## src/hdl/counter_pkg.sv

```systemverilog
package counter_pkg;

  // counter geometry
  localparam int              STATE_W    = 4;
  localparam logic [3:0]      DECADE_MAX = 4'h9;
  localparam logic [3:0]      BINARY_MAX = 4'hF;
  localparam logic [3:0]      STATE_RST  = 4'h0;

  // bus geometry
  localparam int              AXI_ADDR_W = 32;
  localparam int              AXI_DATA_W = 32;
  localparam int              DEC_W      = 6;
  localparam int              WRAPS_W    = 16;

  // register byte offsets
  localparam logic [5:0]      OFS_STATUS = 6'h00;
  localparam logic [5:0]      OFS_PRESET = 6'h04;
  localparam logic [5:0]      OFS_CMD    = 6'h08;
  localparam logic [5:0]      OFS_FLAGS  = 6'h0C;
  localparam logic [5:0]      OFS_WRAPS  = 6'h10;
  localparam logic [5:0]      OFS_MATCH  = 6'h14;
  localparam logic [5:0]      OFS_CONFIG = 6'h18;

  // field positions
  localparam int              STATUS_TC_BIT   = 4;
  localparam int              STATUS_MODE_LSB = 5;
  localparam int              CMD_LOAD_BIT    = 0;
  localparam int              CMD_CLEAR_BIT   = 1;
  localparam int              CFG_DECADE_BIT  = 0;
  localparam int              CFG_ASYNC_BIT   = 1;

  // reset values
  localparam logic [3:0]      PRESET_RST = 4'h0;
  localparam logic [3:0]      MATCH_RST  = 4'hF;

  // bus responses
  localparam logic [1:0]      RESP_OKAY   = 2'h0;
  localparam logic [1:0]      RESP_SLVERR = 2'h2;

  typedef enum logic [2:0] {
    MODE_HOLD  = 3'b000,
    MODE_COUNT = 3'b001,
    MODE_LOAD  = 3'b010,
    MODE_SCLR  = 3'b011,
    MODE_ACLR  = 3'b100
  } mode_e;

  typedef struct packed {
    logic       sclr;
    logic       load;
    logic       count;
    logic [3:0] data;
  } step_ctrl_s;

  typedef struct packed {
    logic match;
    logic loaded;
    logic illegal;
    logic wrap;
  } flags_s;

endpackage : counter_pkg

```

## src/hdl/presettable_bcd_binary_counter.sv

```systemverilog
`timescale 1ns/10ps
module presettable_bcd_binary_counter
  import counter_pkg::*;
#(
  parameter bit DECADE      = 1'b1,
  parameter bit ASYNC_CLEAR = 1'b0
) (
  // clock and reset
  input  wire logic                  MCLK_I,
  input  wire logic                  RST_B_I,
  // counter controls
  input  wire logic                  COUNT_ENABLE_PARALLEL_I,
  input  wire logic                  COUNT_ENABLE_TRICKLE_I,
  input  wire logic                  ASYNC_CLEAR_N_I,
  input  wire logic                  SYNC_CLEAR_N_I,
  input  wire logic                  LOAD_ENABLE_N_I,
  input  wire logic [STATE_W-1:0]    PRESET_DATA_IN_I,
  // counter outputs
  output logic      [STATE_W-1:0]    STATE_OUT_O,
  output logic                       TERMINAL_COUNT_OUT_O,
  // axi4-lite write address
  input  wire logic                  S_AXI_AWVALID_I,
  output logic                       S_AXI_AWREADY_O,
  input  wire logic [AXI_ADDR_W-1:0] S_AXI_AWADDR_I,
  // axi4-lite write data
  input  wire logic                  S_AXI_WVALID_I,
  output logic                       S_AXI_WREADY_O,
  input  wire logic [AXI_DATA_W-1:0] S_AXI_WDATA_I,
  input  wire logic [3:0]            S_AXI_WSTRB_I,
  // axi4-lite write response
  output logic                       S_AXI_BVALID_O,
  input  wire logic                  S_AXI_BREADY_I,
  output logic      [1:0]            S_AXI_BRESP_O,
  // axi4-lite read address
  input  wire logic                  S_AXI_ARVALID_I,
  output logic                       S_AXI_ARREADY_O,
  input  wire logic [AXI_ADDR_W-1:0] S_AXI_ARADDR_I,
  // axi4-lite read data
  output logic                       S_AXI_RVALID_O,
  input  wire logic                  S_AXI_RREADY_I,
  output logic      [AXI_DATA_W-1:0] S_AXI_RDATA_O,
  output logic      [1:0]            S_AXI_RRESP_O
);

  // counter core
  logic [STATE_W-1:0]    state;
  logic [STATE_W-1:0]    next_state;
  logic                  at_max;
  step_ctrl_s            ctrl;
  mode_e                 mode;
  mode_e                 last_mode;
  logic                  aclr_n;

  // software control
  logic [STATE_W-1:0]    preset;
  logic [STATE_W-1:0]    match_value;
  logic                  cmd_load;
  logic                  cmd_clear;
  flags_s                flags;
  flags_s                flag_set;
  flags_s                flag_clr;
  logic [WRAPS_W-1:0]    wraps;

  // bus side
  logic                  aw_held;
  logic [AXI_ADDR_W-1:0] aw_addr;
  logic                  w_held;
  logic [AXI_DATA_W-1:0] w_data;
  logic [3:0]            w_strb;
  logic                  wr_fire;
  logic                  wr_hit;
  logic [DEC_W-1:0]      wr_ofs;
  logic                  rd_fire;
  logic                  rd_hit;
  logic [DEC_W-1:0]      rd_ofs;
  logic [AXI_DATA_W-1:0] rd_word;
  logic [AXI_DATA_W-1:0] next_rdata;

  // ---------------- counter controls ----------------

  // the unused clear of the other build option is ignored
  assign aclr_n = ASYNC_CLEAR ? ASYNC_CLEAR_N_I : 1'b1;

  always_comb begin
    ctrl.sclr  = (!ASYNC_CLEAR && !SYNC_CLEAR_N_I) || cmd_clear;
    ctrl.load  = !LOAD_ENABLE_N_I || cmd_load;
    ctrl.count = COUNT_ENABLE_PARALLEL_I
                 && COUNT_ENABLE_TRICKLE_I;
    // pin load takes its data from the pins, software load from preset
    ctrl.data  = !LOAD_ENABLE_N_I ? PRESET_DATA_IN_I : preset;
  end

  always_comb begin
    if (!aclr_n) begin
      mode = MODE_ACLR;
    end else if (ctrl.sclr) begin
      mode = MODE_SCLR;
    end else if (ctrl.load) begin
      mode = MODE_LOAD;
    end else if (ctrl.count) begin
      mode = MODE_COUNT;
    end else begin
      mode = MODE_HOLD;
    end
  end

  count_next #(
    .DECADE   (DECADE)
  ) u_next (
    .state_i  (state),
    .ctrl_i   (ctrl),
    .next_o   (next_state),
    .at_max_o (at_max)
  );

  // all four bits are clocked together; controls count only at the edge, except the clear pin in the ASYNC_CLEAR build
  state_flop #(
    .W        (STATE_W),
    .ASYNC    (ASYNC_CLEAR),
    .RST      (STATE_RST)
  ) u_state (
    .clk_i    (MCLK_I),
    .rst_n_i  (RST_B_I),
    .aclr_n_i (aclr_n),
    .d_i      (next_state),
    .q_o      (state)
  );

  assign STATE_OUT_O = state;

  // combinational decode: downstream stages take it as trickle enable
  assign TERMINAL_COUNT_OUT_O = COUNT_ENABLE_TRICKLE_I && at_max;

  always_ff @(posedge MCLK_I) begin
    if (!RST_B_I) begin
      last_mode <= MODE_HOLD;
    end else begin
      last_mode <= mode;
    end
  end

  // ---------------- events and flags ----------------

  always_comb begin
    flag_set.wrap    = (mode == MODE_COUNT) && at_max;
    flag_set.illegal = DECADE && (state > DECADE_MAX);
    flag_set.loaded  = (mode == MODE_LOAD);
    flag_set.match   = (state == match_value);
    flag_clr         = '0;
    if (wr_fire && wr_hit && wr_ofs == OFS_FLAGS && w_strb[0]) begin
      flag_clr = w_data[3:0];
    end
  end

  // a set in the clearing cycle survives the clear
  always_ff @(posedge MCLK_I) begin
    if (!RST_B_I) begin
      flags <= '0;
    end else begin
      flags <= (flags & ~flag_clr) | flag_set;
    end
  end

  always_ff @(posedge MCLK_I) begin
    if (!RST_B_I) begin
      wraps <= '0;
    end else if (flag_set.wrap) begin
      wraps <= WRAPS_W'(wraps + 1'b1);
    end
  end

  // ---------------- axi4-lite write path ----------------

  assign S_AXI_AWREADY_O = !aw_held && !S_AXI_BVALID_O;
  assign S_AXI_WREADY_O  = !w_held && !S_AXI_BVALID_O;
  assign wr_fire         = aw_held && w_held && !S_AXI_BVALID_O;
  assign wr_ofs          = {aw_addr[DEC_W-1:2], 2'b00};
  assign wr_hit          = (aw_addr[AXI_ADDR_W-1:DEC_W] == '0)
                           && (wr_ofs <= OFS_CONFIG);

  always_ff @(posedge MCLK_I) begin
    if (!RST_B_I) begin
      aw_held <= 1'b0;
      aw_addr <= '0;
    end else if (S_AXI_AWVALID_I && S_AXI_AWREADY_O) begin
      aw_held <= 1'b1;
      aw_addr <= S_AXI_AWADDR_I;
    end else if (wr_fire) begin
      aw_held <= 1'b0;
    end
  end

  always_ff @(posedge MCLK_I) begin
    if (!RST_B_I) begin
      w_held <= 1'b0;
      w_data <= '0;
      w_strb <= '0;
    end else if (S_AXI_WVALID_I && S_AXI_WREADY_O) begin
      w_held <= 1'b1;
      w_data <= S_AXI_WDATA_I;
      w_strb <= S_AXI_WSTRB_I;
    end else if (wr_fire) begin
      w_held <= 1'b0;
    end
  end

  always_ff @(posedge MCLK_I) begin
    if (!RST_B_I) begin
      S_AXI_BVALID_O <= 1'b0;
      S_AXI_BRESP_O  <= RESP_OKAY;
    end else if (wr_fire) begin
      S_AXI_BVALID_O <= 1'b1;
      S_AXI_BRESP_O  <= wr_hit ? RESP_OKAY : RESP_SLVERR;
    end else if (S_AXI_BREADY_I) begin
      S_AXI_BVALID_O <= 1'b0;
    end
  end

  // ---------------- software registers ----------------

  always_ff @(posedge MCLK_I) begin
    if (!RST_B_I) begin
      preset <= PRESET_RST;
    end else if (wr_fire && wr_hit && wr_ofs == OFS_PRESET && w_strb[0]) begin
      preset <= w_data[STATE_W-1:0];
    end
  end

  always_ff @(posedge MCLK_I) begin
    if (!RST_B_I) begin
      match_value <= MATCH_RST;
    end else if (wr_fire && wr_hit && wr_ofs == OFS_MATCH && w_strb[0]) begin
      match_value <= w_data[STATE_W-1:0];
    end
  end

  // command bits act at the edge after the write is taken, for one cycle
  always_ff @(posedge MCLK_I) begin
    if (!RST_B_I) begin
      cmd_load  <= 1'b0;
      cmd_clear <= 1'b0;
    end else if (wr_fire && wr_hit && wr_ofs == OFS_CMD && w_strb[0]) begin
      cmd_load  <= w_data[CMD_LOAD_BIT];
      cmd_clear <= w_data[CMD_CLEAR_BIT];
    end else begin
      cmd_load  <= 1'b0;
      cmd_clear <= 1'b0;
    end
  end

  // ---------------- axi4-lite read path ----------------

  assign S_AXI_ARREADY_O = !S_AXI_RVALID_O;
  assign rd_fire         = S_AXI_ARVALID_I && S_AXI_ARREADY_O;
  assign rd_ofs          = {S_AXI_ARADDR_I[DEC_W-1:2], 2'b00};
  assign rd_hit          = (S_AXI_ARADDR_I[AXI_ADDR_W-1:DEC_W] == '0)
                           && (rd_ofs <= OFS_CONFIG);

  always_comb begin
    rd_word = '0;
    case (rd_ofs)
      OFS_STATUS: begin
        rd_word[STATE_W-1:0]                     = state;
        rd_word[STATUS_TC_BIT]                   = TERMINAL_COUNT_OUT_O;
        rd_word[STATUS_MODE_LSB+2:STATUS_MODE_LSB] = last_mode;
      end
      OFS_PRESET: begin
        rd_word[STATE_W-1:0] = preset;
      end
      OFS_FLAGS: begin
        rd_word[3:0] = flags;
      end
      OFS_WRAPS: begin
        rd_word[WRAPS_W-1:0] = wraps;
      end
      OFS_MATCH: begin
        rd_word[STATE_W-1:0] = match_value;
      end
      OFS_CONFIG: begin
        rd_word[CFG_DECADE_BIT] = DECADE;
        rd_word[CFG_ASYNC_BIT]  = ASYNC_CLEAR;
      end
      default: begin
        rd_word = '0;
      end
    endcase
    next_rdata = rd_hit ? rd_word : '0;
  end

  always_ff @(posedge MCLK_I) begin
    if (!RST_B_I) begin
      S_AXI_RVALID_O <= 1'b0;
      S_AXI_RDATA_O  <= '0;
      S_AXI_RRESP_O  <= RESP_OKAY;
    end else if (rd_fire) begin
      S_AXI_RVALID_O <= 1'b1;
      S_AXI_RDATA_O  <= next_rdata;
      S_AXI_RRESP_O  <= rd_hit ? RESP_OKAY : RESP_SLVERR;
    end else if (S_AXI_RREADY_I) begin
      S_AXI_RVALID_O <= 1'b0;
    end
  end

endmodule : presettable_bcd_binary_counter

```

## src/hdl/count_next.sv

```systemverilog
`timescale 1ns/10ps
module count_next
  import counter_pkg::*;
#(
  parameter bit DECADE = 1'b1
) (
  // present state and requested step
  input  wire logic [STATE_W-1:0] state_i,
  input  wire step_ctrl_s         ctrl_i,
  // next state and maximum decode
  output logic      [STATE_W-1:0] next_o,
  output logic                    at_max_o
);

  logic [STATE_W-1:0] inc;

  always_comb begin
    if (DECADE) begin
      at_max_o = (state_i == DECADE_MAX);
      if (at_max_o) begin
        inc = STATE_RST;
      end else if (state_i > DECADE_MAX && state_i[0]) begin
        inc = {1'b0, 3'(state_i[2:0] + 3'h1)};
      end else begin
        inc = 4'(state_i + 4'h1);
      end
    end else begin
      at_max_o = (state_i == BINARY_MAX);
      inc      = 4'(state_i + 4'h1);
    end
  end

  always_comb begin
    if (ctrl_i.sclr) begin
      next_o = STATE_RST;
    end else if (ctrl_i.load) begin
      next_o = ctrl_i.data;
    end else if (ctrl_i.count) begin
      next_o = inc;
    end else begin
      next_o = state_i;
    end
  end

endmodule : count_next

```

## src/hdl/state_flop.sv

```systemverilog
`timescale 1ns/10ps
module state_flop #(
  parameter int         W     = 4,
  parameter bit         ASYNC = 1'b0,
  parameter logic [3:0] RST   = 4'h0
) (
  // clock and resets
  input  wire logic         clk_i,
  input  wire logic         rst_n_i,
  input  wire logic         aclr_n_i,
  // data
  input  wire logic [W-1:0] d_i,
  output logic      [W-1:0] q_o
);

  generate
    if (ASYNC) begin : g_async
      always_ff @(posedge clk_i or negedge aclr_n_i) begin
        if (!aclr_n_i) begin
          q_o <= W'(RST);
        end else if (!rst_n_i) begin
          q_o <= W'(RST);
        end else begin
          q_o <= d_i;
        end
      end
    end else begin : g_sync
      always_ff @(posedge clk_i) begin
        if (!rst_n_i) begin
          q_o <= W'(RST);
        end else begin
          q_o <= d_i;
        end
      end
    end
  endgenerate

endmodule : state_flop

```

## config.mk

```make
export PLATFORM = sky130hd
export DESIGN_NAME = presettable_bcd_binary_counter
export DESIGN_NICKNAME = d
export VERILOG_FILES = /design/src/hdl/counter_pkg.sv /design/src/hdl/presettable_bcd_binary_counter.sv /design/src/hdl/count_next.sv /design/src/hdl/state_flop.sv
export SDC_FILE = /design/constraint.sdc
export NUM_CORES = 1
export LEC_CHECK = 0
export ABC_CLOCK_PERIOD_IN_PS = 2800
export BUFFER_PORTS_ARGS = -buffer_cell sky130_fd_sc_hd__buf_2
export CAP_MARGIN = 40
export CORE_ASPECT_RATIO = 0.75
export CORE_MARGIN = 8
export CORE_UTILIZATION = 45
export CTS_CLUSTER_DIAMETER = 150
export DETAILED_ROUTE_END_ITERATION = 8
export GPL_TIMING_DRIVEN = 0
export HOLD_SLACK_MARGIN = 0.12
export PLACE_DENSITY = 0.78
export SETUP_SLACK_MARGIN = 0.2
export SLEW_MARGIN = 10
export SYNTH_ARGS = -nofsm -noshare
export SYNTH_HDL_FRONTEND = slang
export SYNTH_SLANG_ARGS = --single-unit
export TNS_END_PERCENT = 50
```

## constraint.sdc

```tcl
create_clock -name MCLK_I -period 2.8 [get_ports MCLK_I]
set_input_delay 0.56 -clock MCLK_I [delete_from_list [all_inputs] [get_ports MCLK_I]]
set_output_delay 0.56 -clock MCLK_I [all_outputs]
set_load 0.03 [all_outputs]
```

==> results.yml <==
floorplan:
  die_area_um2: 12910
  initial_core_util: 0.4669
  pin_count: 162
  die_h_um: 100.4
  rows: 30
  fp.dieW_um: 128.6
  placeableCoreArea_um2: 9159
global_route:
  track_usage: 0.1916
  grt_pass1_wl_um: 19930
  grt_max_degree: 16
  grt_pass1_vias: 4032
  grt-ovfl-total: 0
  antenna_found_initial: 0
run_status:
  run_status: "complete, no violations"
timing:
  drv_slew: 0
  tightest_slew_ns: 0.8520
  timing.fmax_ghz: 0.4103
  setup_ws_ns: 0.3625
  fin_setup_tns_ns: 0
  fin_crit_sh: 0.8705
  min_period_ns: 2.437
  grt_setup_unrepaired: "no"
  final_hold_viol_count: 0
  setup_viol: 0
  max_slew_margin: 0.4273
  finClkSkew_ns: 0.007323
yosys:
  synth-async-reset-ratio: 0
  yosys_warnings: 0
  synth-seq-cells: 93
  netlist_instances: 502
  synth-edff-count: 0
  syn_area_um2: 4277
  avgSynthCellArea_um2: 8.519
  ys_types: 57
  ys_seq_area_frac: 0.4353
  synth_flop_cell: "dfxtp_1"
clocking:
  cts_root_buf: "clkbuf_16"
  cts.path.max_buffers: 2
  cts_resized: 0
  cts_tree: "done"
  cts_hold_buf: 0
  clk_pin_slew_worst_paths_ns: 0.07
  h-tree-depth: 3
  clk_latency_ns: 0.35
  clock_sinks: 93
  cts_setup_buffers: 0
  cts_buffers: 9
drt:
  detail-route-antenna-nets: 0
  totalWireLength_um: 12270
  drt_iter0_drc: 294
  num_vias: 4195
  viasPerCell: 5.462
  drcViolationCount: 0
  wl_per_cell_um: 15.98
  wl_met1_um: 5784
  highest_layer: "met4"
  dr_wl_met2_um: 5319
  first_pass_iters: 4
  route.met3.wl_um: 1037
place:
  numPlacedInstances: 752
  post-dp-hpwl_um: 9453
  place_ws_ns: 0.3470
  gp_congestion: 0.8669
  placedInstanceArea_um2: 5026
  port_buffers: 105
pwr:
  p_leak_nw: 2.204
  vdd_ir_drop_max_v: 0.0002879
  powerDensity_nw_per_um2: 569.2
  finalPower_mw: 3.038
critical_path:
  crit_fanout: 6
  cp-startpoint: "u_state.q_o[1]"
  crit_arrival_ns: 1.88
  crit_path_end_kind: "output port"
  reg2reg_from: "u_state.q_o[0]"
  required_ns: 2.24
  crit_type: "register to output port"
  start_kind: "register"
final_layout:
  fin_nets: 755
  diodes: 0
  n_fill_cell: 839
  design_area_um2: 5338
  syn_to_final_growth_pct: 24.81
  layout.cells.non_filler: 768
  layout-drive-gt1-share: 0.2453
  multi_input_area_um2: 2183
  seq_area_um2: 1862
hold_path:
  hp-start: "S_AXI_RREADY_I"
  hold_path_class: "primary input to register"
flow_run:
  maxCapViolCount: 0
## cell type report
type,count,area share
Clock buffer,12,0.04805
Multi-Input combinational cell,372,0.4090
Timing Repair Buffer,105,0.09845
Clock inverter,4,0.01031
Buffer,41,0.04360
Sequential cell,93,0.3488
Tap cell,128,0.03000
Inverter,13,0.01172
## kinds of logic (layout without fill, tap and decap cells)
kind of cell	Yosys count	in the layout	synth area share
other	1	18	0.0008769
AO/OA/AOI/OAI	111	111	0.1592
multiplexers	24	24	0.05793
flip-flops	93	93	0.4353
XOR/XNOR	9	9	0.01843
AND/OR/NAND/NOR	206	206	0.2475
buffers and inverters	54	175	0.06905
adder cells (fa/ha/maj)	4	4	0.01170
## critical path: stages, from the launching register on
cell	delay [ns]
dfxtp_1	0.49
inv_1	0.13
ha_1	0.27
and3b_2	0.26
and2_1	0.20
buf_2	0.19
## flip-flops by register name, summed over array words and instances, names as in the netlist
name	flops
S_AXI_RRESP_O	1
u_state.q_o	4
S_AXI_BRESP_O	1
w_data	4
aw_held	1
preset	4
aw_addr	30
S_AXI_BVALID_O	1
S_AXI_RDATA_O	16
w_held	1
wraps	16
cmd_load	1
last_mode	2
S_AXI_RVALID_O	1
match_value	4
flags	4
cmd_clear	1
w_strb	1
## metal layers
layer / vias up / track usage
met2: 174 / 0.2876
met1: 1978 / 0.2576
met3: 13 / 0.06038
met5: - / 0
li1: 2030 / -
met4: 0 / 0.05311
## cell usage after synthesis, types with 2 or more instances
| cell type | instances | share of area |
|---|---|---|
| a31oi_1 | 3 | 0.0044 |
| or4_1 | 6 | 0.011 |
| inv_1 | 11 | 0.0097 |
| a311oi_1 | 3 | 0.0061 |
| or3_1 | 6 | 0.0088 |
| nand4b_1 | 3 | 0.0061 |
| o211ai_1 | 2 | 0.0035 |
| nor2_1 | 34 | 0.030 |
| o21ai_0 | 16 | 0.019 |
| and3_1 | 2 | 0.0029 |
| nand2_1 | 84 | 0.074 |
| a21oi_1 | 57 | 0.067 |
| mux2_2 | 6 | 0.016 |
| a211oi_1 | 3 | 0.0053 |
| and4_1 | 4 | 0.0082 |
| clkbuf_1 | 20 | 0.018 |
| and2_1 | 4 | 0.0059 |
| a221o_1 | 2 | 0.0047 |
| xnor2_1 | 7 | 0.014 |
| nand2b_1 | 4 | 0.0059 |
| xor2_1 | 2 | 0.0041 |
| a32o_1 | 2 | 0.0047 |
| ha_1 | 4 | 0.012 |
| o31ai_1 | 6 | 0.011 |
| nand4_1 | 8 | 0.012 |
| nor2b_1 | 3 | 0.0044 |
| nor3_1 | 9 | 0.011 |
| nand3_1 | 11 | 0.013 |
| a22o_1 | 12 | 0.025 |
| nor4bb_1 | 2 | 0.0047 |
| mux2i_1 | 18 | 0.042 |
| nor4_1 | 13 | 0.019 |
| buf_4 | 19 | 0.033 |
| dfxtp_1 | 93 | 0.44 |
## power breakdown
part / total, mW / switching [mW] / internal, mW
clock: 1.27 / 0.525 / 0.746
combinational: 0.359 / 0.222 / 0.138
sequential: 1.41 / 0.0380 / 1.37
## stage by stage
| step | util | hold WS [ns] |
|---|---|---|
| floorplan | - | 0.4360 |
| global placement | 0.5488 | 0.4372 |
| detailed placement | 0.5488 | 0.4475 |
| CTS | 0.5828 | 0.3824 |
| global route | 0.5828 | 0.3813 |
| finish | 0.5828 | 0.3882 |
## cells in the final DEF (no fill, tap or decap), types with 11 or more instances in the layout
master / instances
nor4_1: 13
buf_2: 105
o21ai_0: 16
a21oi_1: 57
inv_1: 11
dfxtp_1: 93
clkbuf_1: 21
nor2_1: 34
nand2_1: 84
conb_1: 18
buf_4: 19
a22o_1: 12
mux2i_1: 18
nand3_1: 11
## path summary, 6_finish.rpt
check        depth (start not counted)                   end  slack [ns]
max                                  5  TERMINAL_COUNT_OUT_O        0.36
min                                  2        S_AXI_RVALID_O        0.39
max reg2reg                          6             wraps[11]        0.37
min reg2reg                          2      S_AXI_RDATA_O[0]        0.46
(Power assumes the default switching activity.)
